===== src/rtl/rtccal_pkg.sv =====
// Package: register map, field layout and timing constants of the calendar block
package rtccal_pkg;
  localparam logic [7:0] OFS_CAL_SEC     = 8'h40;
  localparam logic [7:0] OFS_CAL_MIN     = 8'h41;
  localparam logic [7:0] OFS_CAL_HOUR    = 8'h42;
  localparam logic [7:0] OFS_CAL_DAY     = 8'h43;
  localparam logic [7:0] OFS_CAL_MONTH   = 8'h44;
  localparam logic [7:0] OFS_CAL_YEAR    = 8'h45;
  localparam logic [7:0] OFS_WAKE_SEC    = 8'h46;
  localparam logic [7:0] OFS_WAKE_MIN    = 8'h47;
  localparam logic [7:0] OFS_WAKE_HOUR   = 8'h48;
  localparam logic [7:0] OFS_WAKE_DAY    = 8'h49;
  localparam logic [7:0] OFS_WAKE_MONTH  = 8'h4a;
  localparam logic [7:0] OFS_WAKE_YEAR   = 8'h4b;
  localparam logic [7:0] OFS_ELAPSED_B0  = 8'h4c;
  localparam logic [7:0] OFS_ELAPSED_B1  = 8'h4d;
  localparam logic [7:0] OFS_ELAPSED_B2  = 8'h4e;
  localparam logic [7:0] OFS_ELAPSED_B3  = 8'h4f;
  // Shadow page holding the frozen calendar copy
  localparam logic [8:0] OFS_SHADOW_LO   = 9'h104;
  localparam logic [8:0] OFS_SHADOW_HI   = 9'h109;

  localparam int BIT_CAL_READY    = 7;
  localparam int BIT_GUARD        = 6;
  localparam int BIT_TICK_WAKE    = 5;
  localparam int BIT_TICK_MINUTE  = 4;
  localparam int BIT_TICK_ON      = 7;
  localparam int BIT_ALARM_ON     = 6;

  localparam logic [1:0] REASON_NONE  = 2'h0;
  localparam logic [1:0] REASON_TICK  = 2'h1;
  localparam logic [1:0] REASON_TIMER = 2'h2;

  localparam logic [5:0] RST_SEC   = 6'h00;
  localparam logic [4:0] RST_HOUR  = 5'h00;
  localparam logic [4:0] RST_DAY   = 5'h01;
  localparam logic [3:0] RST_MONTH = 4'h1;
  localparam logic [5:0] RST_YEAR  = 6'h00;
  localparam logic [5:0] LAST_MINSEC = 6'h3b;
  localparam logic [4:0] LAST_HOUR   = 5'h17;
  localparam logic [3:0] LAST_MONTH  = 4'hc;

  // Edges after release before the backup guard synchroniser holds real data
  localparam logic [1:0] GUARD_SETTLE = 2'h2;

  localparam int CLOCK_HZ       = 50_000_000;
  localparam int SECOND_MS      = 1000;
  localparam int SECOND_CYCLES  = CLOCK_HZ / 1000 * SECOND_MS;

  typedef struct packed {
    logic [5:0] sec;
    logic [5:0] min;
    logic [4:0] hour;
    logic [4:0] day;
    logic [3:0] month;
    logic [5:0] year;
  } rtccal_time_type;
endpackage


===== src/rtl/rtccal_second_div.sv =====
// Divider producing a one-cycle pulse once per second while running
`timescale 1ns/1ps
module rtccal_second_div #(
  parameter int CYCLES = rtccal_pkg::SECOND_CYCLES
) (
  input  wire logic clock_in,
  input  wire logic reset_n_in,
  input  wire logic run_in,
  input  wire logic restart_in,
  output logic      pulse_out
);
  typedef struct packed {
    logic [31:0] count;
    logic        pulse;
  } rtccal_div_type;

  rtccal_div_type state_q;
  rtccal_div_type state_d;

  always_comb
  begin
    state_d       = state_q;
    state_d.pulse = 1'b0;
    if (restart_in || !run_in)
    begin
      state_d.count = 32'h0000_0000;
    end
    else if (state_q.count == 32'(CYCLES - 1))
    begin
      state_d.count = 32'h0000_0000;
      state_d.pulse = 1'b1;
    end
    else
    begin
      state_d.count = state_q.count + 32'h0000_0001;
    end
  end

  always_ff @(posedge clock_in or negedge reset_n_in)
  begin
    if (!reset_n_in)
    begin
      state_q <= '0;
    end
    else
    begin
      state_q <= state_d;
    end
  end

  assign pulse_out = state_q.pulse;
endmodule


===== src/rtl/rtccal_time_step.sv =====
// Combinational one-second advance of the calendar, with month lengths and leap years
`timescale 1ns/1ps
module rtccal_time_step (
  input  rtccal_pkg::rtccal_time_type now_in,
  output rtccal_pkg::rtccal_time_type next_out,
  output logic                        minute_wrap_out
);
  function automatic logic [4:0] month_days(input logic [3:0] month, input logic [5:0] year);
    logic [4:0] days;
    days = 5'h1f;
    case (month)
      4'h4, 4'h6, 4'h9, 4'hb: days = 5'h1e;
      4'h2: days = (year[1:0] == 2'h0) ? 5'h1d : 5'h1c;
      default: days = 5'h1f;
    endcase
    return days;
  endfunction

  always_comb
  begin
    next_out        = now_in;
    minute_wrap_out = 1'b0;
    if (now_in.sec >= rtccal_pkg::LAST_MINSEC)
    begin
      next_out.sec    = rtccal_pkg::RST_SEC;
      minute_wrap_out = 1'b1;
      if (now_in.min >= rtccal_pkg::LAST_MINSEC)
      begin
        next_out.min = rtccal_pkg::RST_SEC;
        if (now_in.hour >= rtccal_pkg::LAST_HOUR)
        begin
          next_out.hour = rtccal_pkg::RST_HOUR;
          if (now_in.day >= month_days(now_in.month, now_in.year))
          begin
            next_out.day = rtccal_pkg::RST_DAY;
            if (now_in.month >= rtccal_pkg::LAST_MONTH)
            begin
              next_out.month = rtccal_pkg::RST_MONTH;
              next_out.year  = now_in.year + 6'h01;
            end
            else
            begin
              next_out.month = now_in.month + 4'h1;
            end
          end
          else
          begin
            next_out.day = now_in.day + 5'h01;
          end
        end
        else
        begin
          next_out.hour = now_in.hour + 5'h01;
        end
      end
      else
      begin
        next_out.min = now_in.min + 6'h01;
      end
    end
    else
    begin
      next_out.sec = now_in.sec + 6'h01;
    end
  end
endmodule


===== src/rtl/rtccal_regs.sv =====
// Calendar, alarm, tick and elapsed-seconds registers behind a plain register port
//
// How it works
// - Seconds register bit 7 reads high when the calendar may be read.
// - Calendar seconds..month writes are staged, applied when year is written.
// - Reading calendar seconds copies the running calendar into the shadow page.
// - Minutes..year reads return the copy frozen by the last seconds read.
// - Calendar year is six bits, offset from 2000, covering 2000 to 2063.
// - Writing calendar year starts the clock and loads staged calendar values.
// - Guard bit reads 0 after power loss, 1 when the clock is healthy.
// - Guard bit 1 locks oscillator settings; once set, year writes are ignored.
// - At core power-on the guard bit is taken from the backup domain.
// - Alarm seconds bits 7:6 report wake reason: none, tick, timer, both.
// - Alarm seconds..month fields are staged, applied when alarm year is written; the tick-wake and tick-period bits apply at once.
// - Alarm fields: sec/min six bits, hours five, days five, months four.
// - Tick-wake bit lets a tick wake the chip from clock-only mode.
// - Tick-period bit selects a tick each second (0) or each minute (1).
// - Alarm year bit 7 enables ticks; none are made while it is clear.
// - Alarm year bit 6 enables the alarm, firing on calendar match.
// - Alarm year is six bits, offset from 2000, covering 2000 to 2063.
// - A 32-bit running seconds counter reads as four bytes, low byte first.
// - Reading the low byte freezes the three upper bytes for later reads.
`timescale 1ns/1ps
module rtccal_regs #(
  parameter int SECOND_CYCLES = rtccal_pkg::SECOND_CYCLES
) (
  input  wire logic       clock_in,
  input  wire logic       reset_n_in,
  input  wire logic [8:0] addr_in,
  input  wire logic [7:0] wdata_in,
  input  wire logic       wr_in,
  input  wire logic       rd_in,
  input  wire logic       backup_guard_in,
  input  wire logic       backup_supply_ok_in,
  output logic [7:0]      rdata_out,
  output logic            osc_cfg_lock_out,
  output logic            clock_running_out,
  output logic            wake_event_out,
  output logic            tick_wake_out
);
  typedef struct packed {
    rtccal_pkg::rtccal_time_type cal;
    rtccal_pkg::rtccal_time_type cal_stage;
    rtccal_pkg::rtccal_time_type shadow;
    rtccal_pkg::rtccal_time_type wake;
    rtccal_pkg::rtccal_time_type wake_stage;
    logic        guard;
    logic        guard_loaded;
    logic [1:0]  settle;
    logic        running;
    logic        tick_wake;
    logic        tick_minute;
    logic        tick_on;
    logic        alarm_on;
    logic [1:0]  reason;
    logic [31:0] elapsed;
    logic [23:0] elapsed_frozen;
    logic [7:0]  rdata;
    logic        event_p;
    logic        ok_s1;
    logic        ok_s2;
    logic        gd_s1;
    logic        gd_s2;
  } rtccal_state_type;

  rtccal_state_type            state_q;
  rtccal_state_type            state_d;
  rtccal_pkg::rtccal_time_type cal_next;
  logic                        minute_wrap;
  logic                        second_pulse;

  rtccal_second_div #(
    .CYCLES (SECOND_CYCLES)
  ) u_div (
    .clock_in   (clock_in),
    .reset_n_in (reset_n_in),
    .run_in     (state_q.running),
    .restart_in (wr_in && addr_in == {1'b0, rtccal_pkg::OFS_CAL_YEAR} && !state_q.guard),
    .pulse_out  (second_pulse)
  );

  rtccal_time_step u_step (
    .now_in          (state_q.cal),
    .next_out        (cal_next),
    .minute_wrap_out (minute_wrap)
  );

  function automatic logic alarm_match(input rtccal_pkg::rtccal_time_type a,
                                       input rtccal_pkg::rtccal_time_type b);
    return a == b;
  endfunction

  always_comb
  begin
    logic        tick;
    logic        timer;
    logic [8:0]  shadow_idx;
    state_d         = state_q;
    state_d.event_p = 1'b0;
    state_d.rdata   = 8'h00;
    tick            = 1'b0;
    timer           = 1'b0;
    shadow_idx      = addr_in - rtccal_pkg::OFS_SHADOW_LO;
    // Supply-ok and backup guard come from another domain
    state_d.ok_s1 = backup_supply_ok_in;
    state_d.ok_s2 = state_q.ok_s1;
    state_d.gd_s1 = backup_guard_in;
    state_d.gd_s2 = state_q.gd_s1;
    // Synchroniser still holds reset zeros just after release, so wait it out
    if (!state_q.guard_loaded)
    begin
      if (state_q.settle == rtccal_pkg::GUARD_SETTLE)
      begin
        state_d.guard        = state_q.gd_s2;
        state_d.guard_loaded = 1'b1;
      end
      else
      begin
        state_d.settle = state_q.settle + 2'h1;
      end
    end
    if (state_q.guard && !state_q.ok_s2)
    begin
      state_d.guard = 1'b0;
    end

    // Timekeeping
    if (second_pulse && state_q.running)
    begin
      state_d.cal     = cal_next;
      state_d.elapsed = state_q.elapsed + 32'h0000_0001;
      tick  = state_q.tick_on && (!state_q.tick_minute || minute_wrap);
      timer = state_q.alarm_on && alarm_match(cal_next, state_q.wake);
    end
    if (tick || timer)
    begin
      // Reason accumulates until the host rewrites the alarm year
      state_d.reason  = state_q.reason | {timer, tick};
      state_d.event_p = 1'b1;
    end

    // Register writes
    if (wr_in && !addr_in[8])
    begin
      case (addr_in[7:0])
        rtccal_pkg::OFS_CAL_SEC:   state_d.cal_stage.sec   = wdata_in[5:0];
        rtccal_pkg::OFS_CAL_MIN:   state_d.cal_stage.min   = wdata_in[5:0];
        rtccal_pkg::OFS_CAL_HOUR:  state_d.cal_stage.hour  = wdata_in[4:0];
        rtccal_pkg::OFS_CAL_DAY:   state_d.cal_stage.day   = wdata_in[4:0];
        rtccal_pkg::OFS_CAL_MONTH: state_d.cal_stage.month = wdata_in[3:0];
        rtccal_pkg::OFS_CAL_YEAR:
        begin
          if (!state_q.guard)
          begin
            state_d.cal         = state_q.cal_stage;
            state_d.cal.year    = wdata_in[5:0];
            state_d.cal_stage.year = wdata_in[5:0];
            state_d.running     = 1'b1;
            state_d.guard       = wdata_in[rtccal_pkg::BIT_GUARD];
          end
        end
        rtccal_pkg::OFS_WAKE_SEC:  state_d.wake_stage.sec  = wdata_in[5:0];
        rtccal_pkg::OFS_WAKE_MIN:  state_d.wake_stage.min  = wdata_in[5:0];
        rtccal_pkg::OFS_WAKE_HOUR: state_d.wake_stage.hour = wdata_in[4:0];
        rtccal_pkg::OFS_WAKE_DAY:  state_d.wake_stage.day  = wdata_in[4:0];
        rtccal_pkg::OFS_WAKE_MONTH:
        begin
          state_d.wake_stage.month = wdata_in[3:0];
          state_d.tick_wake   = wdata_in[rtccal_pkg::BIT_TICK_WAKE];
          state_d.tick_minute = wdata_in[rtccal_pkg::BIT_TICK_MINUTE];
        end
        rtccal_pkg::OFS_WAKE_YEAR:
        begin
          state_d.wake      = state_q.wake_stage;
          state_d.wake.year = wdata_in[5:0];
          state_d.wake_stage.year = wdata_in[5:0];
          state_d.tick_on   = wdata_in[rtccal_pkg::BIT_TICK_ON];
          state_d.alarm_on  = wdata_in[rtccal_pkg::BIT_ALARM_ON];
          // Event in the same cycle still wins over the clear
          state_d.reason    = {timer, tick};
        end
        default: ;
      endcase
    end

    // Register reads, data valid the cycle after the strobe
    if (rd_in)
    begin
      if (addr_in >= rtccal_pkg::OFS_SHADOW_LO && addr_in <= rtccal_pkg::OFS_SHADOW_HI)
      begin
        case (shadow_idx[2:0])
          3'h0: state_d.rdata = {2'h0, state_q.shadow.sec};
          3'h1: state_d.rdata = {2'h0, state_q.shadow.min};
          3'h2: state_d.rdata = {3'h0, state_q.shadow.hour};
          3'h3: state_d.rdata = {3'h0, state_q.shadow.day};
          3'h4: state_d.rdata = {4'h0, state_q.shadow.month};
          default: state_d.rdata = {1'b0, state_q.guard, state_q.shadow.year};
        endcase
      end
      else if (!addr_in[8])
      begin
        case (addr_in[7:0])
          rtccal_pkg::OFS_CAL_SEC:
          begin
            state_d.shadow = state_q.cal;
            state_d.rdata  = {state_q.running, 1'b0, state_q.cal.sec};
          end
          rtccal_pkg::OFS_CAL_MIN:   state_d.rdata = {2'h0, state_q.shadow.min};
          rtccal_pkg::OFS_CAL_HOUR:  state_d.rdata = {3'h0, state_q.shadow.hour};
          rtccal_pkg::OFS_CAL_DAY:   state_d.rdata = {3'h0, state_q.shadow.day};
          rtccal_pkg::OFS_CAL_MONTH: state_d.rdata = {4'h0, state_q.shadow.month};
          rtccal_pkg::OFS_CAL_YEAR:
            state_d.rdata = {1'b0, state_q.guard, state_q.shadow.year};
          rtccal_pkg::OFS_WAKE_SEC:  state_d.rdata = {state_q.reason, state_q.wake.sec};
          rtccal_pkg::OFS_WAKE_MIN:  state_d.rdata = {2'h0, state_q.wake.min};
          rtccal_pkg::OFS_WAKE_HOUR: state_d.rdata = {3'h0, state_q.wake.hour};
          rtccal_pkg::OFS_WAKE_DAY:  state_d.rdata = {3'h0, state_q.wake.day};
          rtccal_pkg::OFS_WAKE_MONTH:
            state_d.rdata = {2'h0, state_q.tick_wake, state_q.tick_minute, state_q.wake.month};
          rtccal_pkg::OFS_WAKE_YEAR:
            state_d.rdata = {state_q.tick_on, state_q.alarm_on, state_q.wake.year};
          rtccal_pkg::OFS_ELAPSED_B0:
          begin
            state_d.elapsed_frozen = state_q.elapsed[31:8];
            state_d.rdata          = state_q.elapsed[7:0];
          end
          rtccal_pkg::OFS_ELAPSED_B1: state_d.rdata = state_q.elapsed_frozen[7:0];
          rtccal_pkg::OFS_ELAPSED_B2: state_d.rdata = state_q.elapsed_frozen[15:8];
          rtccal_pkg::OFS_ELAPSED_B3: state_d.rdata = state_q.elapsed_frozen[23:16];
          default: state_d.rdata = 8'h00;
        endcase
      end
    end
  end

  always_ff @(posedge clock_in or negedge reset_n_in)
  begin
    if (!reset_n_in)
    begin
      state_q                <= '0;
      state_q.cal.day        <= rtccal_pkg::RST_DAY;
      state_q.cal.month      <= rtccal_pkg::RST_MONTH;
      state_q.cal_stage.day  <= rtccal_pkg::RST_DAY;
      state_q.cal_stage.month <= rtccal_pkg::RST_MONTH;
      state_q.shadow.day     <= rtccal_pkg::RST_DAY;
      state_q.shadow.month   <= rtccal_pkg::RST_MONTH;
      state_q.wake.day       <= rtccal_pkg::RST_DAY;
      state_q.wake.month     <= rtccal_pkg::RST_MONTH;
      state_q.wake_stage.day <= rtccal_pkg::RST_DAY;
      state_q.wake_stage.month <= rtccal_pkg::RST_MONTH;
    end
    else
    begin
      state_q <= state_d;
    end
  end

  assign rdata_out         = state_q.rdata;
  assign osc_cfg_lock_out  = state_q.guard;
  assign clock_running_out = state_q.running;
  assign wake_event_out    = state_q.event_p;
  assign tick_wake_out     = state_q.tick_wake;
endmodule


===== config.mk =====
export PLATFORM = sky130hd
export DESIGN_NAME = rtccal_regs
export DESIGN_NICKNAME = d
export VERILOG_FILES = /design/src/rtl/rtccal_pkg.sv /design/src/rtl/rtccal_second_div.sv /design/src/rtl/rtccal_time_step.sv /design/src/rtl/rtccal_regs.sv
export SDC_FILE = /design/constraint.sdc
export NUM_CORES = 1
export LEC_CHECK = 0
export ABC_AREA = 0
export BUFFER_PORTS_ARGS = -buffer_cell sky130_fd_sc_hd__buf_2
export CORE_ASPECT_RATIO = 2
export CORE_MARGIN = 5
export CORE_UTILIZATION = 65
export DETAILED_ROUTE_END_ITERATION = 7
export PLACE_DENSITY = 0.83
export RECOVER_POWER = 50
export REMOVE_ABC_BUFFERS = 1
export SLEW_MARGIN = 0
export SYNTH_ARGS = -nofsm -noshare
export SYNTH_HDL_FRONTEND = slang
export SYNTH_SLANG_ARGS = --single-unit

===== constraint.sdc =====
create_clock -name clock_in -period 4.88 [get_ports clock_in]
set_clock_uncertainty 0.1 [all_clocks]
set_input_delay 0.244 -clock clock_in [delete_from_list [all_inputs] [get_ports clock_in]]
set_output_delay 0.244 -clock clock_in [all_outputs]
set_load 0.02 [all_outputs]

* Word level (Yosys, flattened, before mapping)
Index checks and enable logic that the tools add are counted.
** Cells by class
- Add/subtract/negate cells :: 10
- Magnitude comparators :: 7
- Equal/unequal tests :: 29
- Mux-type cells :: 49
- Bitwise operators :: 6
- Reduce and logical (&&, ||, !) cells :: 34
** Operators with widths (number)
- $mux W32 :: 5
- $eq A8 B7 Y1 const B :: 16
- $pmux W8 S16 :: 1
- $add A32 B1 Y32 const B :: 2
- $mux W64 :: 1
- $mux W6 :: 7
- $mux W5 :: 7
- $pmux W7 S5 :: 1
- $eq A32 B26 Y1 const B :: 1
- $eq A32 B32 Y1 :: 1
- $mux W26 :: 1
- $mux W8 :: 3
- $reduce_and A2 Y1 :: 12
- $mux W20 :: 1
- $add A6 B1 Y6 const B :: 3
- $mux W15 :: 1
- $ge A6 B6 Y1 const B :: 2
- $mux W4 :: 3
- $mux W1 :: 11
- $add A5 B1 Y5 const B :: 2
- $mux W10 :: 1
- $mux W2 :: 5
- $pmux W5 S2 :: 1
- $eq A9 B7 Y1 const B :: 1
- other kinds (25) :: 46
** Storage, ports and cells
- Bits in registers :: 267
- Output and inout bits :: 12
- Logic and storage cells :: 183

* Depth between registers and ports, before layout
Gate-level depths: netlist (run 1).
- Word-level depth :: 18
- Mapped depth :: 15

* Hierarchy
From an unflattened synthesis (run 1), not the netlist that was laid out.
** Unflattened totals
- Cell total of the unflattened synthesis :: 1224
- Area, all modules :: 13713.2 µm²
** By module, submodules not included
- rtccal_regs :: instances 1, cells an instance 908, area each 10966.8 µm², seq. area each 5718.0 µm²
- rtccal_second_div :: instances 1, cells an instance 171, area each 1685.4 µm², seq. area each 825.8 µm²
- rtccal_time_step :: instances 1, cells an instance 145, area each 1061.0 µm², seq. area each 0.0 µm²

* Least setup slack after synthesis (run 1)
OpenSTA, ideal clock, no wires.
- Path kind :: register to register
- From :: register state_q[214] (netlist name)
- To :: register state_q[70] (netlist name)
- Setup time :: 0.083 ns
- Arrival time :: 3.179 ns
- Setup slack :: 1.518 ns
- Stages on the path, launching flop included :: 15
- Buffers on the path :: 1
- Clock period less this slack :: 3.362 ns
- Cell sequence :: dfstp_2 > inv_1 > ha_1 > a221o_1 > nand2_1 > ha_1 > nand2b_1 > a21oi_1 > or3_4 > clkbuf_1 > o31ai_1 > o2bb2ai_1 > nor4_1 > nand4_1 > o21ai_0
** RTL lines
- start: declaration :: line rtccal_regs.sv:66 : rtccal_state_type state_q;
- start signal: assignment :: line rtccal_regs.sv:254 : state_q <= state_d;

==> results of run 1 <==
[layout make-up]
cell class / instances / area [µm²] / share of cell area (%)
sequential: 261 / 6540 / 45.6
multi-input combinational: 887 / 6240 / 43.5
clock buffer: 28 / 624 / 4.35
timing repair buffer: 57 / 353 / 2.46
tap: 262 / 328 / 2.29
clock inverter: 12 / 173 / 1.20
inverter: 22 / 82.6 / 0.576
[synthesized netlist by cell type (all sizes together), types with 11 or more instances]
library cell,number
o21ai,66
buf,17
nor4,15
nor2,91
a22oi,22
dfrtp,251
and3,20
nor3,27
nand4,24
inv,22
nand2,117
xor2,38
xnor2,54
clkbuf,48
nand3,47
mux2,131
a31oi,11
a21oi,45
ha,15
[power by group]
part	leakage [nW]	switching [mW]	internal, mW
sequential	3.41	0.0644	2.21
combinational	2.50	0.175	0.0935
clock	0.394	0.821	1.13
[metal layers]
| metal | up-vias | part of all wire [%] | GRT usage, % |
|---|---|---|---|
| met3 | 193 | 6.2 | 4.16 |
| li1 | 4492 | - | - |
| met5 | - | 0 | 0 |
| met1 | 5217 | 35 | 39.7 |
| met2 | 521 | 50 | 59.1 |
| met4 | 0 | 8.8 | 23.8 |
[worst max-delay path by stage]
stage	to	slack, ns	depth (start not counted)
4_1_cts	state_q[70]	1.0	10
3_3_place_gp	state_q[70]	1.13	10
2_1_floorplan	osc_cfg_lock_out	0.61	5
5_1_grt	rdata_out[3]	0.61	3
3_5_place_dp	state_q[70]	1.02	10
6_report	state_q[70]	0.93	10
[sequential cells by signal, indices dropped and copies added, names as in the netlist]
| signal | count |
|---|---|
| clock_running_out | 1 |
| osc_cfg_lock_out | 1 |
| rdata_out | 8 |
| state_d | 2 |
| state_q | 214 |
| tick_wake_out | 1 |
| u_div.pulse_out | 1 |
| u_div.state_q | 32 |
| wake_event_out | 1 |
[cell families (layout without fill, tap and decap cells)]
group	after synthesis	after routing	share of synthesized area [%]
simple gates	404	404	15.2
flops	261	261	49.8
compound gates	228	228	11.5
mux	146	146	12.9
xor+xnor	93	93	6.30
buf+inv	87	119	2.78
fa+ha+maj	16	16	1.50
[worst reg2reg max path, delay by kind of cell (launching register included)]
kind / cells / cell delay, ns
AOI/OAI and AO/OA: 6 / 1.94
adders and majority gates: 1 / 0.52
buffers and inverters: 1 / 0.23
DFF: 1 / 0.53
and+or+nand+nor: 2 / 0.53
[through the flow]
step / util [%] / worst slack, ns
floorplan: - / 0.614
global placement: 67.8 / 1.13
detailed placement: 67.8 / 1.02
CTS: 72.2 / 0.999
global route: 72.0 / 0.613
finish: 72.0 / 0.931
[repair_timing]
action | 4_1_cts | 5_1_grt
endpoints found under the hold margin | 116 | 0
buffers inserted | 0 | 0
hold buffers | 9 | 0
==> results.toml, run 1 <==
[timing]
worst_slew_margin_rel_pct = -75.8
hold_violations = 0
finalMaxSlewViolations = 109
setup_repair_after_global_routing_missed_its_margin = "false"
timing.final.crit_share_pct = 80.9
max_slew.worst_pin.slew_ns = 2.64
fin_crit_ns = 3.95
timing.fmax_mhz = 253
finalHoldWorstSlack_ns = 0.0776
setup_viol = 0
fin_tns_setup_ns = 0

[worst_hold_path]
min_delay_path_depth = 3
hold_end = "state_q[209]"
startpoint_of_the_most_critical_hold_path = "wdata_in[1]"
hold_path.class = "in2reg"

[die]
die_width_um = 111
initial_cell_density_of_the_core_pct = 66.0
boundaryPins = 35
number_of_standard_cell_rows_in_the_floorplan = 73
fp.dieH_um = 211
total_die_area_um2 = 23300
fp.coreArea_um2 = 19900

[run_status]
failing_checks = "capacitance limit, slew limit"
status = "complete, but fails checks"

[synthesis]
syn_avg_cell_area_um2 = 10.6
synth.top_cells.by_area = "sky130_fd_sc_hd__dfrtp_1, sky130_fd_sc_hd__mux2_2, sky130_fd_sc_hd__xnor2_1"
post_syn_instances = 1235
netlist_area_um2 = 13100
ys_types = 72
synth_enable_flop_cells = 0
yosysSeqAreaShare_pct = 49.8
cell_taking_the_most_area_after_synthesis = "sky130_fd_sc_hd__dfrtp_1"
ys_seq_elements = 261
synthFlopType = "sky130_fd_sc_hd__dfrtp_1"
postSynth.asyncResetShare_pct = 100
synth_top_area_share_pct = 47.8
synth.yosys.warnings = 0

[worst_setup_path]
rr_startpoint = "state_q[234]"
worst_path_most_repeated_cell = "sky130_fd_sc_hd__o2111ai_1"
critical_path.slowest_cell = "sky130_fd_sc_hd__a2111oi_0"
setup.worst_path.start_class = "register"
crit_buf_inv = 1
timing.critical_path.from = "state_q[234]"
flop_to_flop_setup_slack_ns = 0.93
worst_setup_path_end_kind = "register"
critPathTopFamily = "compound AO/OA/AOI/OAI gates"
crit-reg2reg-capture = "state_q[70]"
cp.required_ns = 5.22
cp_slowest_stage_delay_ns = 0.74
worstPathCellList = "ha_1 > o2111ai_1 > a21o_1 > a2bb2oi_1 > a2111oi_0 > buf_4 > o2111ai_1 > nor4_1 > nand4_1 > o21ai_0"
r2r_cells = 10
critPathMaxFanout = 12
arrival_ns = 4.29
timing_worst_setup_path_type = "reg2reg"

[power]
power.total_mw = 4.49
static-leakage-power_nw = 6.30
power.ir.vdd_worst_mv = 0.270
power_per_cell_area_nw_per_um2 = 313

[detailed_routing]
post-route-drc-count = 0
finalWirelength_um = 39600
detail_route.wl_per_cell_um = 25.9
via_count = 10423
routed_via_density = 6.82
first_iter_violations = 916
drt.antenna.violating_nets = 0
detail_route.first_pass.iterations = 5

[layout]
layout.cells.most_common_list = "sky130_fd_sc_hd__dfrtp_1, sky130_fd_sc_hd__mux2_2, sky130_fd_sc_hd__nand2_1"
nNetsFinal = 1290
antenna-diode-count = 0
layout.cells.most_common = "sky130_fd_sc_hd__dfrtp_1"
area_growth_syn_to_layout_pct = 9.18
fin_area_um2 = 14300
drive_gt1_share_pct = 18.2
stdcell_count = 1529
filler_cell_count = 1524

[cts]
clk_root_buffer_cell = "sky130_fd_sc_hd__clkbuf_16"
clockBufferDepth = 3
clock_sinks = 261
cts.htree.levels = 1
worstSkewPairLatency_ns = 0.53
clock_tree_from_tritoncts = "done"
worst_setup_hold_path_clk_slew_ns = 0.07
post_cts.resized_instances = 0
number_of_buffers_inserted_during_clock_tree_synthesis = 23

[grt]
grt.overflow.total = 0
grt_antenna_before_repair = 0
grt_use_total_pct = 34.3
number_of_global_route_vias_before_repair = 10861
grt_first_pass_wirelength_um = 62300
grt_start_max_net_pins = 110

[place]
dp.final_hpwl_um = 27900
placement.io_buffers = 34
place_area_um2 = 13500
instance_count_after_placement_with_tap_cells_included = 1480
gp_congestion = 1.05

[job]
cap_viol_max_count = 1
(Power assumes the default switching activity.)
==> inputs of run 2 (changes only) <==
ABC_AREA = 1   (was 0)
CORE_UTILIZATION = 63   (was 65)
PLACE_DENSITY = 0.8   (was 0.83)
clock period = 3.65 ns   (was 4.88 ns; I/O delays follow)
==> run 2 against run 1 <==
The flow still finishes with violations (capacitance limit, slew limit); clock power up 40%; synthesized area rose by 2.0%; global-route usage grew 1.5 points; largest cell class unchanged; via count is 18% higher; register-to-register slack worse by 0.48 ns; sequential share of layout area fell by 1.1 points; count of clock-buffer cells in the layout is 4 higher; critical endpoint is now wake_event_out.
==> results.toml, run 2 <==
[run_status]
status = "complete, but fails checks"
failing_checks = "capacitance limit, slew limit"

[detailed_routing]
wirelength_met1_um = 14500
detail_route.first_pass.iterations = 6
first_iter_violations = 1354
post-route-drc-count = 0
finalWirelength_um = 42900
highest_metal_layer_with_signal_wires = "met4"
routed_via_density = 6.08
detailroute.wirelength.met3_um = 2360
met2_wirelength_um = 21700
drt.antenna.violating_nets = 0
detail_route.wl_per_cell_um = 21.2
via_count = 12301

[place]
gp_congestion = 1.03
dp.final_hpwl_um = 31400
pre_cts_ws_ns = 0.483
placement.io_buffers = 34

[layout]
area_growth_syn_to_layout_pct = 9.78
drive_gt1_share_pct = 6.44
layout.cells.most_common_list = "sky130_fd_sc_hd__nand2_1, sky130_fd_sc_hd__dfrtp_1, sky130_fd_sc_hd__inv_1"
filler_cell_count = 1720
nNetsFinal = 1775
max_flop_register = "state_q"
antenna-diode-count = 0
largest_register_ff_count = 214
layout.cells.most_common = "sky130_fd_sc_hd__nand2_1"

[worst_setup_path]
critPathMaxFanout = 9
rr_startpoint = "state_q[214]"
crit-reg2reg-capture = "wake_event_out"
worst_setup_path_end_kind = "register"
r2r_cells = 21
timing_worst_setup_path_type = "reg2reg"
setup.worst_path.start_class = "register"
flop_to_flop_setup_slack_ns = 0.45
arrival_ns = 3.58
cp.required_ns = 4.03

[cts]
clockBufferDepth = 3
cts_post_setup_buffers_inserted = 0
clk_root_buffer_cell = "sky130_fd_sc_hd__clkbuf_16"
clock_tree_from_tritoncts = "done"
clock_sinks = 261
cts.htree.levels = 1
worst_setup_hold_path_clk_slew_ns = 0.06
number_of_buffers_inserted_during_clock_tree_synthesis = 25
worstSkewPairLatency_ns = 0.55
hold_buffers = 11
post_cts.resized_instances = 0

[synthesis]
post_syn_instances = 1708
synth_top_cells_by_count = "sky130_fd_sc_hd__nand2_1, sky130_fd_sc_hd__dfrtp_1, sky130_fd_sc_hd__inv_1"
synth_enable_flop_cells = 0
synth.top_cells.by_area = "sky130_fd_sc_hd__dfrtp_1, sky130_fd_sc_hd__nand2_1, sky130_fd_sc_hd__o21ai_0"
netlist_area_um2 = 13400
yosysMostFrequentCell = "sky130_fd_sc_hd__nand2_1"
ys_seq_elements = 261
cell_taking_the_most_area_after_synthesis = "sky130_fd_sc_hd__dfrtp_1"
ys_types = 51
synth_top_area_share_pct = 46.9
yosysSeqAreaShare_pct = 48.8
postSynth.asyncResetShare_pct = 100
syn_avg_cell_area_um2 = 7.85
synthFlopType = "sky130_fd_sc_hd__dfrtp_1"
synth.yosys.warnings = 0

[grt]
grt_use_total_pct = 35.8
grt_start_max_net_pins = 96
grt.overflow.total = 0
grt_first_pass_wirelength_um = 67700
number_of_global_route_vias_before_repair = 12728
grt_antenna_before_repair = 0

[power]
power.ir.vdd_worst_mv = 0.433
power_per_cell_area_nw_per_um2 = 415
static-leakage-power_nw = 7.11

[timing]
timing.final.crit_share_pct = 87.6
setup_ws_ns = 0.453
finalMaxSlewViolations = 94
fin_tns_setup_ns = 0
max_slew.worst_pin.slew_ns = 2.45
hold_violations = 0
fin_crit_ns = 3.20
setup_repair_after_global_routing_missed_its_margin = "false"
setup_viol = 0
worst_slew_margin_rel_pct = -63.1
timing.fmax_mhz = 313

[die]
die_width_um = 113
total_die_area_um2 = 24500
fp.dieH_um = 216
boundaryPins = 35
number_of_standard_cell_rows_in_the_floorplan = 75
fp.coreArea_um2 = 21000
initial_cell_density_of_the_core_pct = 63.8

[worst_hold_path]
hold_path.class = "in2reg"
hold_end = "rdata_out[6]"
min_delay_path_depth = 4
startpoint_of_the_most_critical_hold_path = "addr_in[5]"

[job]
cap_viol_max_count = 1
## run 2: worst max-delay path: stages (launching register included)
cell and delay [ns]:
sky130_fd_sc_hd__dfstp_2 0.58, sky130_fd_sc_hd__inv_1 0.10, sky130_fd_sc_hd__ha_1 0.21, sky130_fd_sc_hd__o21ai_0 0.15
sky130_fd_sc_hd__nand2_1 0.06, sky130_fd_sc_hd__a21oi_1 0.13, sky130_fd_sc_hd__ha_1 0.24, sky130_fd_sc_hd__inv_1 0.05
sky130_fd_sc_hd__nand2_1 0.04, sky130_fd_sc_hd__nand2_1 0.05, sky130_fd_sc_hd__nand2_1 0.08, sky130_fd_sc_hd__nand2_1 0.20
sky130_fd_sc_hd__inv_2 0.16, sky130_fd_sc_hd__nand2_2 0.17, sky130_fd_sc_hd__nand2_1 0.11, sky130_fd_sc_hd__nand3b_1 0.10
sky130_fd_sc_hd__nand2_1 0.06, sky130_fd_sc_hd__nor2_1 0.10, sky130_fd_sc_hd__nand2_1 0.05, sky130_fd_sc_hd__nor2_1 0.12
sky130_fd_sc_hd__nand3_1 0.15, sky130_fd_sc_hd__nand2_1 0.11
## run 2: routing by layer
metal | vias to the layer above | global-route usage [%]
li1 | 5635 | -
met1 | 5913 | 37.9
met2 | 526 | 62.2
met3 | 227 | 4.58
met4 | 0 | 29.6
met5 | - | 0
## run 2: worst max path at each step
stage / slack (ns) / start / to
2_1_floorplan: 0.80 / clock_running_out / state_q[65]
3_3_place_gp: 0.51 / state_q[214] / state_q[70]
3_5_place_dp: 0.48 / state_q[214] / state_q[70]
4_1_cts: 0.46 / state_q[214] / wake_event_out
5_1_grt: 0.17 / state_q[214] / wake_event_out
6_report: 0.45 / state_q[214] / wake_event_out
## run 2: area by class of cell
type	instances	area (µm²)	share of cell area, %
flip-flops and latches	261	6540	44.5
multi-input cells	1191	5840	39.7
inverters	198	743	5.05
clock buffers	32	692	4.70
repair buffers	60	415	2.82
well taps	269	337	2.29
clock inverters	12	143	0.969
## run 2: logic make-up (layout without fill, tap and decap cells)
| kind of cell | after synthesis | after routing | share of synthesized area, % |
|---|---|---|---|
| AOI/OAI and AO/OA | 297 | 297 | 12.6 |
| xor gates and xnor gates | 47 | 47 | 3.07 |
| and+or+nand+nor | 830 | 830 | 26.4 |
| DFF | 261 | 261 | 48.8 |
| muxes | 2 | 2 | 0.168 |
| buffers and inverters | 256 | 302 | 7.58 |
| adders and majority gates | 15 | 15 | 1.40 |
## run 2: where the power goes
part,internal (mW),leakage (nW),total [mW],switching (mW)
combinational,0.0977,3.32,0.369,0.271
clock,1.55,0.419,2.73,1.17
sequential,2.95,3.37,3.01,0.0577
total,4.61,7.11,6.11,1.50
## run 2: through the flow
step / cell area (µm²) / power [mW] / hold WS [ns] / utilization [%] / instances
after floorplan: 13100 / 3.23 / -0.213 / - / 1650
after global placement: 13800 / 3.41 / 0.127 / 65.6 / 1968
after detailed placement: 13800 / 3.42 / 0.137 / 65.6 / 1968
after CTS: 14700 / 6.11 / 0.000111 / 70.1 / 2023
after global routing: 14700 / 6.29 / 0.0279 / 70.0 / 2023
final: 14700 / 6.11 / 0.0266 / 70.0 / 2023
==> inputs of run 3 (changes only) <==
CELL_PAD_IN_SITES_DETAIL_PLACEMENT = 1   (was default)
CELL_PAD_IN_SITES_GLOBAL_PLACEMENT = 1   (was default)
CORE_UTILIZATION = 47   (was 63)
HOLD_SLACK_MARGIN = 0.05   (was default)
==> run 3 against run 2 <==
The run still ends with capacitance limit, slew limit left; count of clock-buffer cells in the layout increased by 4; sequential cell count unchanged; die area increased by 32%; sequential share of layout area decreased by 0.44 points; register-to-register slack got worse by 0.04 ns; global-route usage decreased by 6.3 points; wire length increased by 8.7%; via count decreased by 1.5%; worst setup slack got worse by 0.037 ns; final cell count increased by 4.5%; critical endpoint unchanged; largest cell class unchanged; largest power group unchanged.
==> results.toml, run 3 (synthesis gave the netlist of run 2 again) <==
[run_status]
status = "complete, but fails checks"
failing_checks = "capacitance limit, slew limit"

[place]
place_area_um2 = 13900
dp.final_hpwl_um = 35400
instance_count_after_placement_with_tap_cells_included = 2057
placement.io_buffers = 34
gp_congestion = 0.937

[die]
die_width_um = 129
fp.dieH_um = 249
number_of_standard_cell_rows_in_the_floorplan = 87
boundaryPins = 35
initial_cell_density_of_the_core_pct = 47.5
total_die_area_um2 = 32200
fp.coreArea_um2 = 28200

[power]
internal_power_mw = 4.63
power.ir.vdd_worst_mv = 0.415
power.share.switching_pct = 25.2
share_comb_of_total_power_pct = 6.1
power.switching_mw = 1.56
part_of_the_power_in_the_clock_network_pct = 45.3
share_seq_of_total_power_pct = 48.6
power_per_cell_area_nw_per_um2 = 417
static-leakage-power_nw = 7.11

[worst_setup_path]
timing_worst_setup_path_type = "reg2reg"
worst_path_most_repeated_cell = "sky130_fd_sc_hd__nand2_1"
critical_path.slowest_cell = "sky130_fd_sc_hd__dfstp_2"
arrival_ns = 3.63
cp.required_ns = 4.04
critPathTopFamily = "simple AND/OR/NAND/NOR gates"
r2r_cells = 21
critPathMaxFanout = 9
cp_slowest_stage_delay_ns = 0.59
rr_startpoint = "state_q[214]"
worstPathCellList = "inv_1 > ha_1 > o21ai_0 > nand2_1 > a21oi_1 > ha_1 > inv_1 > nand2_1 > nand2_1 > nand2_1 > nand2_1 > inv_2 > nand2_2 > nand2_1 > nand3b_1 > nand2_1 > nor2_1 > nand2_1 > nor2_1 > nand3_1 > nand2_1"
worst_setup_path_end_kind = "register"
crit-reg2reg-capture = "wake_event_out"
flop_to_flop_setup_slack_ns = 0.42
critical_path_cell_count = 21
setup.worst_path.start_class = "register"
crit_buf_inv = 3

[timing]
max_slew.worst_pin.slew_ns = 2.52
hold_violations = 0
timing.final.crit_share_pct = 88.6
fin_crit_ns = 3.23
setup_viol = 0
timing.fmax_mhz = 309
finalHoldWorstSlack_ns = 0.0808
fin_tns_setup_ns = 0
finalMaxSlewViolations = 95
worst_slew_margin_rel_pct = -68.3
setup_repair_after_global_routing_missed_its_margin = "false"

[cts]
hold_buffers = 9
worstSkewPairLatency_ns = 0.57
clockBufferDepth = 3
clock_sinks = 261
worst_setup_hold_path_clk_slew_ns = 0.07
cts.htree.levels = 1
number_of_buffers_inserted_during_clock_tree_synthesis = 26
cts_post_setup_buffers_inserted = 0
post_cts.resized_instances = 0
clock_tree_from_tritoncts = "done"
clk_root_buffer_cell = "sky130_fd_sc_hd__clkbuf_16"

[detailed_routing]
first_iter_violations = 560
detail_route.wl_per_cell_um = 22.1
post-route-drc-count = 0
via_count = 12122
routed_via_density = 5.73
finalWirelength_um = 46700
drt.antenna.violating_nets = 0
detail_route.first_pass.iterations = 7

[layout]
area_growth_syn_to_layout_pct = 10.9
layout.cells.most_common_list = "sky130_fd_sc_hd__nand2_1, sky130_fd_sc_hd__dfrtp_1, sky130_fd_sc_hd__inv_1"
max_flop_register = "state_q"
fin_area_um2 = 14900
utilization_pct = 52.7
stdcell_count = 2114
filler_cell_count = 3510
nNetsFinal = 1776
drive_gt1_share_pct = 6.60
area_taken_by_multi_input_logic_gates_um2 = 5850
regArea_um2 = 6540
layout.cells.most_common = "sky130_fd_sc_hd__nand2_1"
largest_register_ff_count = 214

[worst_hold_path]
hold_end = "state_q[70]"
min_delay_path_depth = 4
hold_path.class = "in2reg"
startpoint_of_the_most_critical_hold_path = "wr_in"

[grt]
grt_use_total_pct = 29.5
grt_antenna_before_repair = 1
grt.overflow.total = 0
grt_start_max_net_pins = 97
grt_first_pass_wirelength_um = 73500
number_of_global_route_vias_before_repair = 13191

[job]
cap_viol_max_count = 1
run 3: cell types whose count changed in the layout (fill, tap and decap cells not counted), moves of 2 or more:
| cell | previous run | this run |
|---|---|---|
| sky130_fd_sc_hd__clkbuf_16 | 25 | 27 |
| sky130_fd_sc_hd__dlygate4sd3_1 | 11 | 9 |
| sky130_fd_sc_hd__inv_6 | 2 | 0 |
| sky130_fd_sc_hd__clkinv_4 | 0 | 3 |
| sky130_fd_sc_hd__buf_4 | 11 | 13 |
| sky130_fd_sc_hd__clkbuf_1 | 13 | 15 |
| sky130_fd_sc_hd__clkinvlp_4 | 0 | 2 |
| sky130_fd_sc_hd__clkinv_2 | 7 | 4 |
run 3: worst max-delay path by stage:
stage | from | endpoint | slack [ns]
after detailed placement | state_q[214] | state_q[70] | 0.44
after global routing | state_q[214] | wake_event_out | 0.06
final | state_q[214] | wake_event_out | 0.42
after CTS | state_q[214] | wake_event_out | 0.41
after global placement | state_q[214] | state_q[70] | 0.55
after floorplan | clock_running_out | state_q[65] | 0.80
run 3: final cells by class:
cell class	count	area share (%)
clock inverter	11	0.817
sequential	261	44.0
multi-input combinational	1191	39.3
clock buffer	36	5.04
inverter	198	5.00
tap	356	3.00
antenna	1	0.0168
timing repair buffer	60	2.76
run 3: power by group through the flow:
stage                     logic [mW]  registers (mW)  clock network (mW)
after detailed placement       0.372            3.06                   0
after global placement         0.360            3.06                   0
after global routing           0.423            3.02                2.97
after floorplan                0.186            3.04                   0
after CTS                      0.381            3.01                2.85
final                          0.376            3.01                2.81
run 3: routing by layer:
metal / part of all wire (%) / global-route usage, % / vias to the layer above
li1: - / - / 5638
met3: 3.2 / 3.37 / 157
met5: 0 / 0 / -
met1: 34 / 29.2 / 6041
met4: 8.5 / 20.2 / 0
met2: 55 / 55.4 / 286
run 3: metrics by stage:
stage	power, mW	worst slack, ns
CTS	6.24	0.409
global placement	3.42	0.554
finish	6.20	0.416
detailed placement	3.44	0.441
floorplan	3.23	0.797
global route	6.41	0.0604
run 3: worst register-to-register path, stage by stage, from the launching register on:
cell and delay [ns]:
sky130_fd_sc_hd__dfstp_2 0.59, sky130_fd_sc_hd__inv_1 0.10, sky130_fd_sc_hd__ha_1 0.21, sky130_fd_sc_hd__o21ai_0 0.17, sky130_fd_sc_hd__nand2_1 0.07, sky130_fd_sc_hd__a21oi_1 0.13
sky130_fd_sc_hd__ha_1 0.25, sky130_fd_sc_hd__inv_1 0.05, sky130_fd_sc_hd__nand2_1 0.05, sky130_fd_sc_hd__nand2_1 0.05, sky130_fd_sc_hd__nand2_1 0.10, sky130_fd_sc_hd__nand2_1 0.21
sky130_fd_sc_hd__inv_2 0.15, sky130_fd_sc_hd__nand2_2 0.17, sky130_fd_sc_hd__nand2_1 0.11, sky130_fd_sc_hd__nand3b_1 0.09, sky130_fd_sc_hd__nand2_1 0.08, sky130_fd_sc_hd__nor2_1 0.10
sky130_fd_sc_hd__nand2_1 0.06, sky130_fd_sc_hd__nor2_1 0.08, sky130_fd_sc_hd__nand3_1 0.14, sky130_fd_sc_hd__nand2_1 0.11
